[src/core/otcc_regs.svh]
// Constants for the OLED timing/config command slice.
// Assumes inclusion by bare name from the core and bench files.
`ifndef OTCC_REGS_SVH
`define OTCC_REGS_SVH
`define OTCC_OP_CLKDIV      8'hD5
`define OTCC_OP_PRECHG      8'hD9
`define OTCC_OP_PADCFG      8'hDA
`define OTCC_OP_DESEL       8'hDB
`define OTCC_OP_RMW         8'hE0
`define OTCC_OP_END         8'hEE
`define OTCC_OP_COL_LO      4'h0
`define OTCC_OP_COL_HI      4'h1
`define OTCC_POR_DIV        4'h0
`define OTCC_POR_TRIM       4'h5
`define OTCC_POR_PRE        4'h2
`define OTCC_POR_DIS        4'h2
`define OTCC_POR_ALT        1'b1
`define OTCC_POR_DESEL      8'h35
`define OTCC_POR_COL        8'h00
`define OTCC_PAD_BIT        4
`define OTCC_DESEL_SAT      8'h40
`define OTCC_BETA_BASE      16'h01AE
`define OTCC_BETA_STEP      21'h0190F
`define OTCC_BETA_HALF      21'h001F4
`define OTCC_BETA_SCALE     21'h003E8
`define OTCC_BETA_ONE       16'h03E8
`define OTCC_COM_HALF       6'h20
`endif

[src/core/otcc_pkg.sv]
// Types for the OLED timing/config command slice.
// Assumes otcc_regs.svh is on the include path.
package otcc_pkg;
	// Host byte as seen after synchronisation
	typedef struct packed {
		logic       commandDataSelect;
		logic [7:0] data;
	} otcc_byte_t;
	// Settings held by the command decoder
	typedef struct packed {
		logic [3:0] divCode;
		logic [3:0] oscTrim;
		logic [3:0] preLen;
		logic [3:0] disLen;
		logic       altLayout;
		logic [7:0] commonDeselectLevel;
	} otcc_cfg_t;
	typedef enum logic [1:0] {
		OTCC_PH_IDLE,
		OTCC_PH_DIS,
		OTCC_PH_PRE
	} otcc_phase_t;
	typedef enum logic [2:0] {
		OTCC_EXP_OPCODE,
		OTCC_EXP_CLKDIV,
		OTCC_EXP_PRECHG,
		OTCC_EXP_PADCFG,
		OTCC_EXP_DESEL
	} otcc_exp_t;
endpackage

[src/core/otcc_core.sv]
// Command decoder for clock divide, phase lengths, pad layout, deselect level
// and read-modify-write column handling, plus the display clock and phases.
// Assumes host strobes arrive asynchronously and are one-byte-per-strobe.
`timescale 1ns/10ps
`include "otcc_regs.svh"
module otcc_core (
	input  wire logic             ref_clk,
	input  wire logic             rst_b,
	input  wire logic             hostWrStrobe,
	input  wire logic             hostRdStrobe,
	input  wire logic             commandDataSelect,
	input  wire logic [7:0]       hostData,
	input  wire logic [3:0]       rowClocks,
	output otcc_pkg::otcc_cfg_t   cfg,
	output logic                  divided_display_tick,
	output otcc_pkg::otcc_phase_t phase,
	output logic                  rowDone,
	output logic [7:0]            columnAddr,
	output logic                  rmwActive,
	output logic [9:0]            deselectBeta,
	output logic                  segmentSideEven
);
	// Two-stage synchronisers for pins
	logic [10:0] sync1Q;
	logic [10:0] sync2Q;
	logic        wrPrevQ;
	logic        rdPrevQ;
	always_ff @(posedge ref_clk or negedge rst_b)
	begin
		if (!rst_b)
		begin
			sync1Q  <= 11'h000;
			sync2Q  <= 11'h000;
			wrPrevQ <= 1'b0;
			rdPrevQ <= 1'b0;
		end
		else
		begin
			sync1Q  <= {hostWrStrobe, hostRdStrobe, commandDataSelect, hostData};
			sync2Q  <= sync1Q;
			wrPrevQ <= sync2Q[10];
			rdPrevQ <= sync2Q[9];
		end
	end

	otcc_pkg::otcc_byte_t inByte;
	logic                 wrEvt;
	logic                 rdEvt;
	assign inByte = otcc_pkg::otcc_byte_t'(sync2Q[8:0]);
	assign wrEvt  = sync2Q[10] & ~wrPrevQ;
	assign rdEvt  = sync2Q[9] & ~rdPrevQ;

	// Deselect factor in thousandths, step in millionths, rounded to nearest
	function automatic logic [9:0] betaOf(input logic [7:0] code);
		logic [20:0] prod;
		prod = 21'(code) * `OTCC_BETA_STEP + `OTCC_BETA_HALF;
		if (code >= `OTCC_DESEL_SAT)
			betaOf = 10'(`OTCC_BETA_ONE);
		else
			betaOf = 10'(`OTCC_BETA_BASE) + 10'(prod / `OTCC_BETA_SCALE);
	endfunction

	// Decoder state
	otcc_pkg::otcc_exp_t expQ, expD;
	otcc_pkg::otcc_cfg_t cfgQ, cfgD;
	logic [7:0] colQ, colD, savedQ, savedD;
	logic       rmwQ, rmwD;
	always_comb
	begin
		expD   = expQ;
		cfgD   = cfgQ;
		colD   = colQ;
		savedD = savedQ;
		rmwD   = rmwQ;
		if (wrEvt && !inByte.commandDataSelect)
		begin
			case (expQ)
				otcc_pkg::OTCC_EXP_CLKDIV:
				begin
					cfgD.divCode = inByte.data[3:0];
					cfgD.oscTrim = inByte.data[7:4];
					expD = otcc_pkg::OTCC_EXP_OPCODE;
				end
				otcc_pkg::OTCC_EXP_PRECHG:
				begin
					cfgD.preLen = inByte.data[3:0];
					cfgD.disLen = inByte.data[7:4];
					expD = otcc_pkg::OTCC_EXP_OPCODE;
				end
				otcc_pkg::OTCC_EXP_PADCFG:
				begin
					cfgD.altLayout = inByte.data[`OTCC_PAD_BIT];
					expD = otcc_pkg::OTCC_EXP_OPCODE;
				end
				otcc_pkg::OTCC_EXP_DESEL:
				begin
					cfgD.commonDeselectLevel = inByte.data;
					expD = otcc_pkg::OTCC_EXP_OPCODE;
				end
				default:
				begin
					case (inByte.data)
						`OTCC_OP_CLKDIV: expD = otcc_pkg::OTCC_EXP_CLKDIV;
						`OTCC_OP_PRECHG: expD = otcc_pkg::OTCC_EXP_PRECHG;
						`OTCC_OP_PADCFG: expD = otcc_pkg::OTCC_EXP_PADCFG;
						`OTCC_OP_DESEL:  expD = otcc_pkg::OTCC_EXP_DESEL;
						`OTCC_OP_RMW:
						begin
							if (!rmwQ)
								savedD = colQ;
							rmwD = 1'b1;
						end
						`OTCC_OP_END:
						begin
							if (rmwQ)
								colD = savedQ;
							rmwD = 1'b0;
						end
						default:
						begin
							if (inByte.data[7:4] == `OTCC_OP_COL_LO)
								colD = {colQ[7:4], inByte.data[3:0]};
							else if (inByte.data[7:4] == `OTCC_OP_COL_HI)
								colD = {inByte.data[3:0], colQ[3:0]};
						end
					endcase
				end
			endcase
		end
		else if (wrEvt && inByte.commandDataSelect)
		begin
			colD = colQ + 8'h01;
		end
		else if (rdEvt && inByte.commandDataSelect && !rmwQ)
		begin
			colD = colQ + 8'h01;
		end
	end

	always_ff @(posedge ref_clk or negedge rst_b)
	begin
		if (!rst_b)
		begin
			expQ   <= otcc_pkg::OTCC_EXP_OPCODE;
			cfgQ   <= {`OTCC_POR_DIV, `OTCC_POR_TRIM, `OTCC_POR_PRE, `OTCC_POR_DIS,
				`OTCC_POR_ALT, `OTCC_POR_DESEL};
			colQ   <= `OTCC_POR_COL;
			savedQ <= `OTCC_POR_COL;
			rmwQ   <= 1'b0;
		end
		else
		begin
			expQ   <= expD;
			cfgQ   <= cfgD;
			colQ   <= colD;
			savedQ <= savedD;
			rmwQ   <= rmwD;
		end
	end

	// Display tick divider and phase sequencer
	logic [3:0]            divCntQ, divCntD;
	logic                  tickQ, tickD;
	otcc_pkg::otcc_phase_t phQ, phD;
	logic [3:0]            phCntQ, phCntD;
	logic                  rowQ, rowD;
	always_comb
	begin
		divCntD = divCntQ;
		tickD   = 1'b0;
		phD     = phQ;
		phCntD  = phCntQ;
		rowD    = 1'b0;
		if (divCntQ >= cfgQ.divCode)
		begin
			divCntD = 4'h0;
			tickD   = 1'b1;
		end
		else
			divCntD = divCntQ + 4'h1;
		if (tickQ)
		begin
			case (phQ)
				otcc_pkg::OTCC_PH_DIS:
				begin
					if (phCntQ + 4'h1 >= cfgQ.disLen)
					begin
						phD    = otcc_pkg::OTCC_PH_PRE;
						phCntD = 4'h0;
					end
					else
						phCntD = phCntQ + 4'h1;
				end
				otcc_pkg::OTCC_PH_PRE:
				begin
					if (phCntQ + 4'h1 >= cfgQ.preLen)
					begin
						phD    = otcc_pkg::OTCC_PH_IDLE;
						phCntD = 4'h0;
					end
					else
						phCntD = phCntQ + 4'h1;
				end
				default:
				begin
					// remaining row clocks then next row
					if (phCntQ + 4'h1 >= rowClocks)
					begin
						phD    = otcc_pkg::OTCC_PH_DIS;
						phCntD = 4'h0;
						rowD   = 1'b1;
					end
					else
						phCntD = phCntQ + 4'h1;
				end
			endcase
		end
	end

	always_ff @(posedge ref_clk or negedge rst_b)
	begin
		if (!rst_b)
		begin
			divCntQ <= 4'h0;
			tickQ   <= 1'b0;
			phQ     <= otcc_pkg::OTCC_PH_DIS;
			phCntQ  <= 4'h0;
			rowQ    <= 1'b0;
		end
		else
		begin
			divCntQ <= divCntD;
			tickQ   <= tickD;
			phQ     <= phD;
			phCntQ  <= phCntD;
			rowQ    <= rowD;
		end
	end

	// Registered derived outputs
	logic [9:0] betaQ;
	logic       evenQ;
	always_ff @(posedge ref_clk or negedge rst_b)
	begin
		if (!rst_b)
		begin
			betaQ <= 10'h000;
			evenQ <= 1'b1;
		end
		else
		begin
			betaQ <= betaOf(cfgQ.commonDeselectLevel);
			evenQ <= cfgQ.altLayout;
		end
	end

	assign cfg                  = cfgQ;
	assign divided_display_tick = tickQ;
	assign phase                = phQ;
	assign rowDone              = rowQ;
	assign columnAddr           = colQ;
	assign rmwActive            = rmwQ;
	assign deselectBeta         = betaQ;
	assign segmentSideEven      = evenQ;

	// Checks
	a_rmw_read_hold: assert property (@(posedge ref_clk) disable iff (!rst_b)
		(rmwQ && rdEvt && inByte.commandDataSelect && !wrEvt) |=> $stable(colQ))
		else $error("column moved on read in rmw mode");
	a_end_restores: assert property (@(posedge ref_clk) disable iff (!rst_b)
		(rmwQ && wrEvt && !inByte.commandDataSelect && inByte.data == `OTCC_OP_END
		&& expQ == otcc_pkg::OTCC_EXP_OPCODE) |=> (colQ == $past(savedQ) && !rmwQ))
		else $error("end did not restore column");
	a_write_advance: assert property (@(posedge ref_clk) disable iff (!rst_b)
		(wrEvt && inByte.commandDataSelect) |=> colQ == $past(colQ) + 8'h01)
		else $error("data write did not advance column");
	a_param_taken: assert property (@(posedge ref_clk) disable iff (!rst_b)
		(wrEvt && !inByte.commandDataSelect && expQ == otcc_pkg::OTCC_EXP_DESEL)
		|=> (cfgQ.commonDeselectLevel == $past(inByte.data) && !$changed(rmwQ)))
		else $error("parameter byte not taken");
	a_div_take: assert property (@(posedge ref_clk) disable iff (!rst_b)
		(wrEvt && !inByte.commandDataSelect && expQ == otcc_pkg::OTCC_EXP_CLKDIV)
		|=> cfgQ.divCode == $past(inByte.data[3:0]))
		else $error("divide code not stored");
	a_trim_take: assert property (@(posedge ref_clk) disable iff (!rst_b)
		(wrEvt && !inByte.commandDataSelect && expQ == otcc_pkg::OTCC_EXP_CLKDIV)
		|=> cfgQ.oscTrim == $past(inByte.data[7:4]))
		else $error("trim not stored");
	a_phase_len: assert property (@(posedge ref_clk) disable iff (!rst_b)
		(tickQ && phQ == otcc_pkg::OTCC_PH_PRE && phCntQ + 4'h1 >= cfgQ.preLen)
		|=> phQ == otcc_pkg::OTCC_PH_IDLE)
		else $error("pre-charge overran");
	a_dis_len: assert property (@(posedge ref_clk) disable iff (!rst_b)
		(tickQ && phQ == otcc_pkg::OTCC_PH_DIS && phCntQ + 4'h1 >= cfgQ.disLen)
		|=> phQ == otcc_pkg::OTCC_PH_PRE)
		else $error("dis-charge overran");
	a_layout_take: assert property (@(posedge ref_clk) disable iff (!rst_b)
		(wrEvt && !inByte.commandDataSelect && expQ == otcc_pkg::OTCC_EXP_PADCFG)
		|=> ##1 evenQ == $past(inByte.data[`OTCC_PAD_BIT], 2))
		else $error("layout bit not applied");
	a_phase_tick: assert property (@(posedge ref_clk) disable iff (!rst_b)
		!tickQ |=> $stable(phQ))
		else $error("phase moved without tick");
	a_beta_sat: assert property (@(posedge ref_clk) disable iff (!rst_b)
		(cfgQ.commonDeselectLevel >= `OTCC_DESEL_SAT) |=> betaQ == 10'h3E8)
		else $error("deselect factor not saturated");
endmodule

[config.mk]
export PLATFORM = sky130hd
export DESIGN_NAME = otcc_core
export DESIGN_NICKNAME = d
export VERILOG_FILES = /design/src/core/otcc_pkg.sv /design/src/core/otcc_core.sv
export VERILOG_INCLUDE_DIRS = /design/src /design/src/core
export SDC_FILE = /design/constraint.sdc
export NUM_CORES = 1
export LEC_CHECK = 0
export BUFFER_PORTS_ARGS = -buffer_cell sky130_fd_sc_hd__buf_2
export CORE_UTILIZATION = 60
export CTS_CLUSTER_DIAMETER = 40
export DETAILED_ROUTE_END_ITERATION = 10
export GPL_TIMING_DRIVEN = 1
export PLACE_DENSITY = 0.79
export SLEW_MARGIN = 40
export SYNTH_ARGS = -nofsm -noshare
export SYNTH_HDL_FRONTEND = slang
export SYNTH_SLANG_ARGS = --single-unit
[constraint.sdc]
create_clock -name ref_clk -period 13.1 [get_ports ref_clk]
set_input_delay 0.655 -clock ref_clk [delete_from_list [all_inputs] [get_ports ref_clk]]
set_output_delay 0.655 -clock ref_clk [all_outputs]
set_load 0.01 [all_outputs]
* Yosys cells after proc, flatten, opt, wreduce, memory -nomap -nowiden
Index checks and enable logic that the tools add are counted.
Widths: inputs -> output; s select.
** Storage, ports and cells
- Register bits :: 92
- Output and inout bits :: 49
- Bits of input ports :: 17
- Word-level logic and storage cells :: 108
** Cells by class
- Divide/modulo/power cells :: 1
- Order comparisons :: 5
- Add/subtract/negate cells :: 5
- Reductions and logical operators :: 24
- Multipliers :: 1
- Bitwise operators :: 5
- Mux-type cells :: 25
- Equal/unequal tests :: 20
** Operators by type and width (number)
- $mux 8 :: 7
- $eq 8x8->1 const B :: 6
- $add 21x9->21 const B :: 1
- $div 21x10->21 const B :: 1
- $mul 8x13->21 const B :: 1
- $ge 4x4->1 :: 4
- $mux 4 :: 4
- $pmux 8 s2 :: 1
- $pmux 3 s4 :: 1
- $add 9x10->10 const A :: 1
- $mux 10 :: 1
- $reduce_and 2->1 :: 5
- $add 4x1->4 const B :: 2
- $add 8x1->8 const B :: 1
- $ge 8x7->1 const B :: 1
- $ne 2x2->1 const B :: 4
- $pmux 4 s2 :: 1
- $reduce_and 4->1 :: 2
- $eq 3x2->1 const B :: 2
- $mux 2 :: 3
- $ne 3x1->1 const B :: 2
- $reduce_and 3->1 :: 2
- $reduce_bool 3->1 :: 2
- $reduce_and 5->1 :: 1
- 20 further kinds :: 30

* Depth between registers and ports, before layout
Gate-level depths: netlist (run 1).
- Depth in word-level cells :: 7
- Gate-level depth with buffers :: 49
- Mapped depth without buffers :: 42

* Least setup slack after synthesis (run 1)
OpenSTA, ideal clock, no wires.
- Path kind :: flip-flop to flip-flop
- From :: register cfgQ (netlist bit cfg[4])
- To :: register betaQ[9], in the netlist deselectBeta[9]
- Setup time :: 0.132 ns
- Period minus slack after synthesis :: 11.224 ns
- Arrival :: 11.092 ns
- Path buffers :: 3
- Cell stages (with the launch flop) :: 45
- Required time :: 12.968 ns
- Path slack :: 1.876 ns
- Cells stage by stage :: dfstp_2 -> inv_1 -> fa_1 -> inv_1 -> ha_1 -> xor2_1 -> xnor2_1 -> fa_1 -> inv_1 -> ha_1 -> o211ai_1 -> o211ai_1 -> a32o_1 -> or2_1 -> buf_2 -> nor3_2 -> a211oi_1 -> a2111o_1 -> [... 9 more ...] -> o21ai_4 -> mux2_2 -> a41oi_1 -> clkbuf_1 -> nand4_1 -> a32o_1 -> o41a_1 -> mux2_4 -> a31oi_1 -> mux2_2 -> nor4_4 -> nor2_1 -> ha_1 -> a21o_1 -> a21o_1 -> nand3_1 -> xnor2_1 -> nand2_1
** On the way
- Word-level cells in the longest chain between the ends :: 5
- Elaborated cells on any way between the ends :: 6
- Classes of those cells :: add/sub (2); mul (1); div (1); order compare (1); mux (1)
** RTL lines
- start: declaration :: line otcc_core.sv:65 : otcc_pkg::otcc_cfg_t cfgQ, cfgD;
- start signal: assignment :: line otcc_core.sv:145 : cfgQ <= {`OTCC_POR_DIV, `OTCC_POR_TRIM, `OTCC_POR_PRE, `OTCC_POR_DIS,
- start signal: assignment :: line otcc_core.sv:154 : cfgQ <= cfgD;
- $mul 8x13->21 (no source line)
- $add 21x9->21 (no source line)
- $div 21x10->21 (no source line)
- $add 9x10->10 :: line otcc_core.sv:60 : betaOf = 10'(`OTCC_BETA_BASE) + 10'(prod / `OTCC_BETA_SCALE);
- $mux 10 * :: line otcc_core.sv:57 : if (code >= `OTCC_DESEL_SAT)
- end signal: assignment :: line otcc_core.sv:252 : betaQ <= betaOf(cfgQ.commonDeselectLevel);
- end: declaration :: line otcc_core.sv:241 : logic [9:0] betaQ;
Every way passes the cells marked *; elsewhere a longest branch is shown, timed or not.
A chain may end at the register's enable or synchronous reset.

* Worst setup path after layout (run 1)
- From :: register cfgQ (netlist bit cfg[5])
- To :: register betaQ[9], in the netlist deselectBeta[9]
Same word-level chain as after synthesis.

==> metrics.md, run 1 <==
| Metric | Value |
|---|---|
| Async set-reset flop share out of synthesis | `100%` |
| Area share of fa/ha/maj cells after synthesis | `14.4%` |
| # DRC | `0` |
| CTS buffer count | `9` |
| Worst Setup Start Kind | `flip-flop` |
| Final hold vios | `0` |
| Slowest-stage cell, CP | `o41a_2` |
| Max IR drop VDD | `84.9 uV` |
| Placed insts | `1344` |
| Sequential area share after synthesis | `24.3%` |
| Pwr/cell area | `between 150 and 200 nW/um^2` |
| Relative slew slack | `46.4%` |
| Clock root buffer | `clkbuf_16` |
| Mux contribution to synthesized area | `7.42%` |
| Number of enable flip-flop cells after synthesis | `0` |
| Max_cap viols | `0` |
| Starting Density | `62.1%` |
| Synth top area cells | `dfrtp_1, ha_1, mux2_2, nand2_1, fa_1` |
| Yosys Warn Count | `0` |
| Detailed Route Iter0 Violations | `722` |
| ANT nets after route | `0` |
| DR WL/cell | `17.2 um` |
| Final Cycle Share | `approximately 95%` |
| Final wirelength | `~23000 um` |
| Critical Path Sink Type | `flip-flop` |
| Area Growth Syn to Fin | `9.90%` |
| Port bufs | `65` |
| FP Rows | `45` |
| Clock Path Buffers | `2` |
| Clk_skew | `0.0104 ns` |
| Core Box Area | `15400 um^2` |
| DR pass1 iterations | `5` |
| Cell count after synthesis | `approximately 1100` |
| Post-Synth XOR/XNOR Area | `4.66%` |
| Die Area | `16400 um^2` |
| Worst setup margin | `0.677 ns` |
| CP required | `13.31 ns` |
| Die width | `128 um` |
| Layout cell share with drive strength beyond 1 | `18.3%` |
| Final Max Tran Viols | `0` |
| Synth Area in Compound Gates | `25.8%` |
| DP Worst Slack | `0.533 ns` |
| Global route overflow | `0` |
| Fin nets | `1258` |
| Worst-skew pair later-pin latency | `about 0.35 ns` |
| Routed vias/inst | `6.43` |
| First-pass GRT wire length | `39100 um` |
| Initial antenna violation count | `0` |
| # diodes | `0` |
| Syn nets | `~1200` |
| Share of synthesized cell area in and, or, nand and nor gates | `a little under a fifth` |
| Worst Path Arrival | `12.63 ns` |
| Status | `completed` |
| Avg Inst Size Synth | `8.69 um^2` |
| Largest net degree at the start of global routing | `between 70 and 80` |
| H-tree depth | `3` |
| CP peak stage delay | `0.62 ns` |
| GRT Total Usage | `about 30%` |
| Clk pin slew, worst setup/hold paths | `0.07 ns` |
| Detailed Place HPWL | `approximately 18000 um` |
| Die Y | `128 um` |
| Setup total negative slack | `0 ns` |
| # setup viols final | `0` |
| Sink Count | `92` |
| RePlAce Congestion | `0.934` |
| Mapped Area | `approximately 9500 um^2` |
| Yosys top cell by area | `dfrtp_1` |
| Static Leak | `4.68 nW` |
| Yosys reg bits | `92` |
| Number of global-route vias before repair | `7954` |
| Worst slew pin tran | `0.799 ns` |
| Worst Hold Class | `in -> async` |
| CTS tree | `yes` |
| Via count | `8756` |
| Number of distinct library cells after synthesis | `99` |
| Fin crit period | `12.42 ns` |
| Ys flop type | `dfrtp_1` |
| Io pins | `66` |
| Reg2reg start | `cfg[5]` |
| Setup Crit Path Kind | `reg -> reg` |
| Non-filler instance count after layout | `about 1400` |
| Top cell type's share of synthesized area | `21.3%` |
| Fmax | `0.0805 GHz` |
| Largest family of logic cells by synthesized area | `compound AO/OA/AOI/OAI gates` |
| Worst-path maximum fanout | `13` |
| Crit path launch | `cfg[5]` |
==> layout make-up <==
class	count	area, um^2
inverters	72	270
fillers	1255	4890
flip-flops and latches	92	2320
clock inverters	6	57.6
multi-input cells	896	6940
well taps	211	264
clock buffers	10	239
repair buffers	74	399
==> kinds of logic (layout without fill, tap and decap cells) <==
logic type | Yosys count | after routing
buffers and inverters | 110 | 162
DFF | 92 | 92
xor gates and xnor gates | 49 | 49
adders and majority gates | 100 | 100
muxes | 65 | 65
AOI/OAI and AO/OA | 331 | 331
and+or+nand+nor | 351 | 351
==> cells in the mapped netlist (17+ instances only) <==
cell,instances
nand2_1,91
dfrtp_1,81
ha_1,79
nor2_1,72
inv_1,71
a21oi_1,57
o21ai_0,56
nand3_1,42
mux2_2,38
xnor2_1,32
nor3_1,26
mux2i_1,25
o211ai_1,24
and3_1,20
a211oi_1,17
a21o_1,17
clkbuf_1,17
fa_1,17
==> final timing paths <==
| path | cells after the start | slack, ns | to |
|---|---|---|---|
| hold / removal | 1 | 0.16 | phase[1] |
| setup reg to reg | 43 | 0.68 | deselectBeta[9] |
| hold reg to reg | 0 | 0.35 | sync2Q[6] |
| setup / recovery | 43 | 0.68 | deselectBeta[9] |
| min in group ref_clk | 0 | 0.35 | sync2Q[6] |
| max in group asynchronous | 2 | 12.03 | sync1Q[0] |
==> layer usage <==
| layer | part of all wire, % | GRT usage, % | vias up |
|---|---|---|---|
| li1 | - | - | 4206 |
| met1 | 47 | 42.6 | 4155 |
| met2 | 45 | 45.2 | 357 |
| met3 | 6.7 | 5.22 | 38 |
| met4 | 1.4 | 6.64 | 0 |
| met5 | 0 | 0 | - |
==> power by group <==
part	internal, mW	switching (mW)	total [mW]
Sequential	0.332	0.0478	0.380
Combinational	0.363	0.585	0.947
Clock	0.137	0.119	0.256
Total	0.832	0.751	1.58
==> critical path: cells and delay by family (launching register included) <==
| family | cells | cell delay, ns |
|---|---|---|
| compound gates | 19 | 5.34 |
| simple gates | 9 | 2.37 |
| fa+ha+maj | 5 | 1.91 |
| mux | 3 | 1.17 |
| flops | 1 | 0.61 |
| xor+xnor | 3 | 0.44 |
| buf+inv | 4 | 0.41 |
==> registers in the layout (all words and copies together) (netlist names) <==
name / flops
cfg: 25
columnAddr: 8
deselectBeta: 10
divCntQ: 4
divided_display_tick: 1
expQ: 3
phCntQ: 4
phase: 2
rdPrevQ: 1
rmwActive: 1
rowDone: 1
savedQ: 8
segmentSideEven: 1
sync1Q: 11
sync2Q: 11
wrPrevQ: 1
==> through the flow <==
step                power, mW  util (%)  hold slack (ns)  area (um^2)
global route             1.71      68.2            0.159        10500
finish                   1.58      68.2            0.157        10500
CTS                      1.55      67.0            0.159        10300
global placement         1.27      65.1            0.333        10000
detailed placement       1.28      65.1            0.335        10000
floorplan                1.07         -            0.331         9540
==> what timing repair did <==
item                       4_1_cts  5_1_grt
gates resized for setup          0       29
hold buffers                     0        0
buffers inserted                 0        1
setup endpoints to repair        0        6
==> layout by cell type (no fill, tap or decap), types with 11 or more instances in the layout <==
master / netlist / layout
nand2_1: 91 / 91
dfrtp_1: 81 / 81
ha_1: 79 / 79
inv_1: 71 / 71
nor2_1: 72 / 70
buf_2: 14 / 64
o21ai_0: 56 / 56
a21oi_1: 57 / 53
nand3_1: 42 / 42
mux2_2: 38 / 38
xnor2_1: 32 / 30
nor3_1: 26 / 25
mux2i_1: 25 / 24
o211ai_1: 24 / 24
and3_1: 20 / 19
a21o_1: 17 / 17
fa_1: 17 / 17
a211oi_1: 17 / 15
nand2b_1: 14 / 14
xor2_1: 15 / 12
and2_1: 12 / 12
o22ai_1: 14 / 12
nor2b_1: 11 / 11
a31oi_1: 13 / 11
dfstp_2: 11 / 11
Power figures use the tool's default switching activity.
==> inputs of run 2 (changes only) <==
- CORE_UTILIZATION: 60 -> 45
- PLACE_DENSITY: 0.79 -> not set
==> run 2 against run 1 <==
  * Fmax hardly changed
  * Critical endpoint unchanged
  * Die area is 33% higher
  * Highest routed layer unchanged
  * Largest cell class unchanged
  * Flip-flop and latch count unchanged
  * Via count shrank 2.9%
  * Total power fell by 0.45%
==> metrics.md, run 2 (synthesized netlist as in run 1, its figures left out) <==
| Metric | Value |
|---|---|
| Worst Hold Class | `in -> async` |
| Max_cap viols | `0 (unchanged)` |
| Worst-skew pair later-pin latency | `0.34 ns (about the same)` |
| # DRC | `0 (unchanged)` |
| Clock Path Buffers | `2 (unchanged)` |
| Sink Count | `92 (unchanged)` |
| Slowest-stage cell, CP | `or4_4` |
| Die Y | `148 um (+15%)` |
| Final Max Tran Viols | `0 (unchanged)` |
| Worst Setup Start Kind | `flip-flop` |
| # setup viols final | `0 (unchanged)` |
| Global route overflow | `0 (unchanged)` |
| Most frequent cells in the layout | `nand2_1, dfrtp_1, ha_1` |
| Detailed Place HPWL | `18400 um (+4.1%)` |
| Pwr/cell area | `150 nW/um^2 (-0.66%)` |
| Final hold vios | `0 (unchanged)` |
| Design area | `10500 um^2 (+0.21%)` |
| Initial antenna violation count | `0 (unchanged)` |
| Detailed Route Iter0 Violations | `599 (-17%)` |
| CTS buffer count | `9 (unchanged)` |
| Setup total negative slack | `0 ns (unchanged)` |
| GRT Total Usage | `22.5% (-6.8 points)` |
| CP peak stage delay | `0.62 ns (about the same)` |
| Worst slew pin tran | `0.825 ns (+0.0256 ns)` |
| Port bufs | `65 (unchanged)` |
| Clk_skew | `0.00509 ns (-0.00528 ns)` |
| CTS tree | `yes` |
| Starting Density | `46.5% (-16 points)` |
| Core Box Area | `20500 um^2 (+33%)` |
| CP required | `13.31 ns (about the same)` |
| Hold_buf cts | `0 (unchanged)` |
| Worst-path maximum fanout | `13 (unchanged)` |
| Largest net degree at the start of global routing | `74 (-5.1%)` |
| Layout cell share with drive strength beyond 1 | `17.6% (-0.71 points)` |
| Fin crit period | `12.41 ns (-0.00991 ns)` |
| Area Growth Syn to Fin | `10.1%` |
| Static Leak | `4.69 nW (+0.24%)` |
| # diodes | `0 (unchanged)` |
| Fin nets | `1259 (+0.079%)` |
| H-tree depth | `3 (unchanged)` |
| Final wirelength | `24100 um (+3.0%)` |
| Final Cycle Share | `94.8% (about the same)` |
| Fmax | `0.0806 GHz (about the same)` |
| Hold slack | `0.195 ns (+0.0374 ns)` |
| Placed Area | `10100 um^2 (+0.84%)` |
| Status | `completed` |
| Die width | `148 um (+15%)` |
| Setup Crit Path Kind | `reg -> reg` |
| First-pass GRT wire length | `40100 um (+2.6%)` |
| Commonest non-fill, non-tap cell in the layout | `nand2_1` |
| Routed vias/inst | `5.99 (-7.0%)` |
| Worst Path Arrival | `12.62 ns (about the same)` |
| DR pass1 iterations | `5 (unchanged)` |
| Die Area | `21800 um^2 (+33%)` |
| Io pins | `66 (unchanged)` |
| Relative slew slack | `44.6% (-1.7 points)` |
| Critical Path Sink Type | `flip-flop` |
| Via count | `8506 (-2.9%)` |
| FP Rows | `52 (+16%)` |
| ANT nets after route | `0 (unchanged)` |
| Max FFs per register | `25 (unchanged)` |
| Clk pin slew, worst setup/hold paths | `0.07 ns (about the same)` |
| RePlAce Congestion | `0.909 (-2.7%)` |
| Max IR drop VDD | `77.2 uV (-9.0%)` |
| DR WL/cell | `16.9 um (-1.4%)` |
| Clock root buffer | `clkbuf_16` |
| Number of global-route vias before repair | `7788 (-2.1%)` |
[run 2: power by group]
part           switching (mW)  internal, mW
combinational           0.575         0.355
clock                   0.112         0.154
sequential             0.0476         0.332
[run 2: metal layers]
layer  up-vias  global-route usage [%]  wire (um)
met5         -                       0          0
met2       185                    33.6      10300
met1      4085                    34.6      12600
met3        18                    3.21        956
met4         0                    3.35        182
li1       4218                       -          -
[run 2: through the flow]
stage / util (%) / worst slack, ns / power (mW) / cells
after detailed placement: 49.2 / 0.494 / 1.29 / 1405
after CTS: 50.7 / 0.491 / 1.56 / 1421
final: 51.3 / 0.687 / 1.58 / 1421
after global placement: 49.2 / 0.642 / 1.29 / 1405
after global routing: 51.3 / -0.0108 / 1.72 / 1421
after floorplan: - / 1.88 / 1.07 / 1098
[run 2: layout make-up]
class / count / area, um^2
Clock buffer: 11 / 243
Clock inverter: 5 / 61.3
Fill cell: 1988 / 9990
Inverter: 72 / 270
Multi-Input combinational cell: 896 / 6870
Sequential cell: 92 / 2320
Tap cell: 270 / 338
Timing Repair Buffer: 75 / 407
[run 2: path summary, 6_finish.rpt]
kind	slack (ns)	startpoint	end	cells past startpoint
hold / removal	0.19	rst_b	phCntQ[0]	1
setup / recovery	0.69	cfg[5]	deselectBeta[9]	43
max in group asynchronous	11.97	rst_b	cfg[1]	2
hold reg to reg	0.35	sync1Q[3]	sync2Q[3]	0
min in group ref_clk	0.35	sync1Q[3]	sync2Q[3]	0
setup reg to reg	0.69	cfg[5]	deselectBeta[9]	43
[run 2: timing repair]
item	in CTS	in global routing
setup endpoints to repair	0	6
buffers inserted	0	0
gates resized for setup	0	17
[run 2: critical path: cells and delay by family, from the launching register on]
kind	cells	cell delay (ns)
AND/OR/NAND/NOR	9	2.37
flip-flops	1	0.61
AO/OA/AOI/OAI	19	5.20
adder cells (fa/ha/maj)	5	2.06
buffers and inverters	4	0.41
multiplexers	3	1.18
XOR/XNOR	3	0.44
==> inputs of run 3 (changes only) <==
- BUFFER_PORTS_ARGS: -buffer_cell sky130_fd_sc_hd__buf_2 -> not set
- DONT_BUFFER_PORTS: not set -> 1
- REMOVE_ABC_BUFFERS: not set -> 1
==> run 3 against run 2 <==
  * Total power decreased by 0.14%
  * Clock power rose by 7%
  * Sequential share of layout area is 0.46 points higher
  * Global-route usage hardly changed
  * Sequential power is 5.8% higher
  * Setup slack improved by 0.061 ns
  * Via count fell by 0.99%
  * Clock-buffer cell count shrank 1
  * Fmax grew 0.49%
==> metrics.md, run 3 (synthesized netlist as in run 1, its figures left out) <==
| Metric | Value |
|---|---|
| Reg2reg start | `cfg[4]` |
| Initial antenna violation count | `0 (unchanged)` |
| Final hold vios | `0 (unchanged)` |
| Relative slew slack | `43.2% (-1.5 points)` |
| Routed vias/inst | `6.19 (+3.4%)` |
| Setup Crit Path Kind | `reg -> reg` |
| Path length in cells of the critical path | `42 (-2.3%)` |
| Design area | `10300 um^2 (-2.0%)` |
| Max FFs per register | `25 (unchanged)` |
| Clock root buffer | `clkbuf_16` |
| Via count | `8422 (-0.99%)` |
| ANT nets after route | `0 (unchanged)` |
| Critical Path Sink Type | `flip-flop` |
| Core Box Area | `20500 um^2 (unchanged)` |
| R2R setup slack | `0.75 ns (+0.06 ns)` |
| CP top delay family | `compound AO/OA/AOI/OAI gates` |
| Static Leak | `4.47 nW (-4.7%)` |
| Die width | `148 um (unchanged)` |
| # setup viols final | `0 (unchanged)` |
| Final Cycle Share | `94.3% (-0.46 points)` |
| Fin crit period | `12.35 ns (-0.0609 ns)` |
| # diodes | `0 (unchanged)` |
| Final wirelength | `24200 um (+0.57%)` |
| # DRC | `0 (unchanged)` |
| Pwr/cell area | `153 nW/um^2 (+1.9%)` |
| Largest net degree at the start of global routing | `82 (+11%)` |
| Global route overflow | `0 (unchanged)` |
| Max IR drop VDD | `83.4 uV (+8.0%)` |
| Worst-path maximum fanout | `13 (unchanged)` |
| Most frequent cells in the layout | `nand2_1, dfrtp_1, ha_1` |
| Hold slack | `0.153 ns (-0.0414 ns)` |
| Detailed Place HPWL | `18300 um (-0.71%)` |
| Detailed Route Iter0 Violations | `743 (+24%)` |
| Max_cap viols | `0 (unchanged)` |
| H-tree depth | `3 (unchanged)` |
| Area Growth Syn to Fin | `7.90%` |
| Clk_skew | `0.00916 ns (+0.00407 ns)` |
| DR pass1 iterations | `5 (unchanged)` |
| Fin nets | `1199 (-4.8%)` |
| Fill cell count | `1933 (-2.8%)` |
| Layout cell share with drive strength beyond 1 | `13.6% (-4.1 points)` |
| Slowest-stage cell, CP | `fa_1` |
| Final Max Tran Viols | `0 (unchanged)` |
| First-pass GRT wire length | `40200 um (+0.15%)` |
| FP Rows | `52 (unchanged)` |
| Worst r2r dst | `deselectBeta[9]` |
| Commonest non-fill, non-tap cell in the layout | `nand2_1` |
| CTS buffer count | `9 (unchanged)` |
| Clk pin slew, worst setup/hold paths | `0.07 ns (about the same)` |
| CTS tree | `yes` |
| Worst Setup Start Kind | `flip-flop` |
| Crit path launch | `cfg[4]` |
| Placed Area | `9770 um^2 (-3.2%)` |
| Worst-skew pair later-pin latency | `0.34 ns (about the same)` |
| Fmax | `0.0810 GHz (+0.49%)` |
| CP peak stage delay | `0.64 ns (+0.02 ns)` |
| Sink Count | `92 (unchanged)` |
| Worst slew pin tran | `0.845 ns (+0.0202 ns)` |
| Register-to-Register Path Depth | `42 (-2.3%)` |
| Status | `completed` |
| DR WL/cell | `17.8 um (+5.0%)` |
| Worst Path Arrival | `12.55 ns (-0.07 ns)` |
| GRT Total Usage | `22.5% (about the same)` |
| CP required | `13.30 ns (about the same)` |
| Port bufs | `0 (-100%)` |
| Starting Density | `46.5% (unchanged)` |
| Number of global-route vias before repair | `7810 (+0.28%)` |
| Worst Hold Class | `in -> async` |
| Buf+Inv Stages, Crit Path | `3 (-1)` |
| Die Area | `21800 um^2 (unchanged)` |
| RePlAce Congestion | `0.863 (-5.0%)` |
| Io pins | `66 (unchanged)` |
| Die Y | `148 um (unchanged)` |
| Clock Path Buffers | `2 (unchanged)` |
## run 3: worst max-delay path by stage
stage               slack [ns]              end
global route             -0.03  deselectBeta[9]
CTS                       0.39  deselectBeta[9]
floorplan                 0.76  deselectBeta[9]
detailed placement        0.38  deselectBeta[9]
global placement          0.66  deselectBeta[9]
finish                    0.75  deselectBeta[9]
## run 3: final cells by class
type	count	area (um^2)	area share, %
Sequential cell	92	2320	22.5
Clock buffer	10	229	2.22
Clock inverter	6	93.8	0.912
Multi-Input combinational cell	896	6910	67.2
Inverter	72	270	2.63
Timing Repair Buffer	15	133	1.29
Tap cell	270	338	3.28
## run 3: repair_timing
| item | CTS | global route |
|---|---|---|
| setup endpoints to repair | 0 | 8 |
| buffers inserted | 0 | 5 |
| endpoints found under the hold margin | 81 | 0 |
| hold buffers | 1 | 0 |
| gates resized for setup | 0 | 22 |
## run 3: power breakdown
part	internal, mW	total [mW]	switching (mW)
Sequential	0.333	0.402	0.0696
Clock	0.170	0.285	0.115
Combinational	0.338	0.887	0.548
## run 3: per-stage QoR
step / setup slack, ns / power (mW) / util (%) / cells / TNS (ns)
after global routing: -0.0307 / 1.71 / 50.2 / 1361 / -0.0307
after global placement: 0.665 / 1.26 / 47.6 / 1339 / 0
after floorplan: 0.756 / 1.06 / - / 1060 / 0
final: 0.747 / 1.57 / 50.2 / 1361 / 0
after detailed placement: 0.385 / 1.26 / 47.6 / 1339 / 0
after CTS: 0.387 / 1.56 / 49.4 / 1356 / 0
## run 3: per-layer routing
layer	vias to the layer above	global-route usage, %	share of wire [%]
met5	-	0	0
met3	20	3.89	5.2
li1	4091	-	-
met4	0	3.97	0.74
met2	259	34.1	44
met1	4052	33.5	50
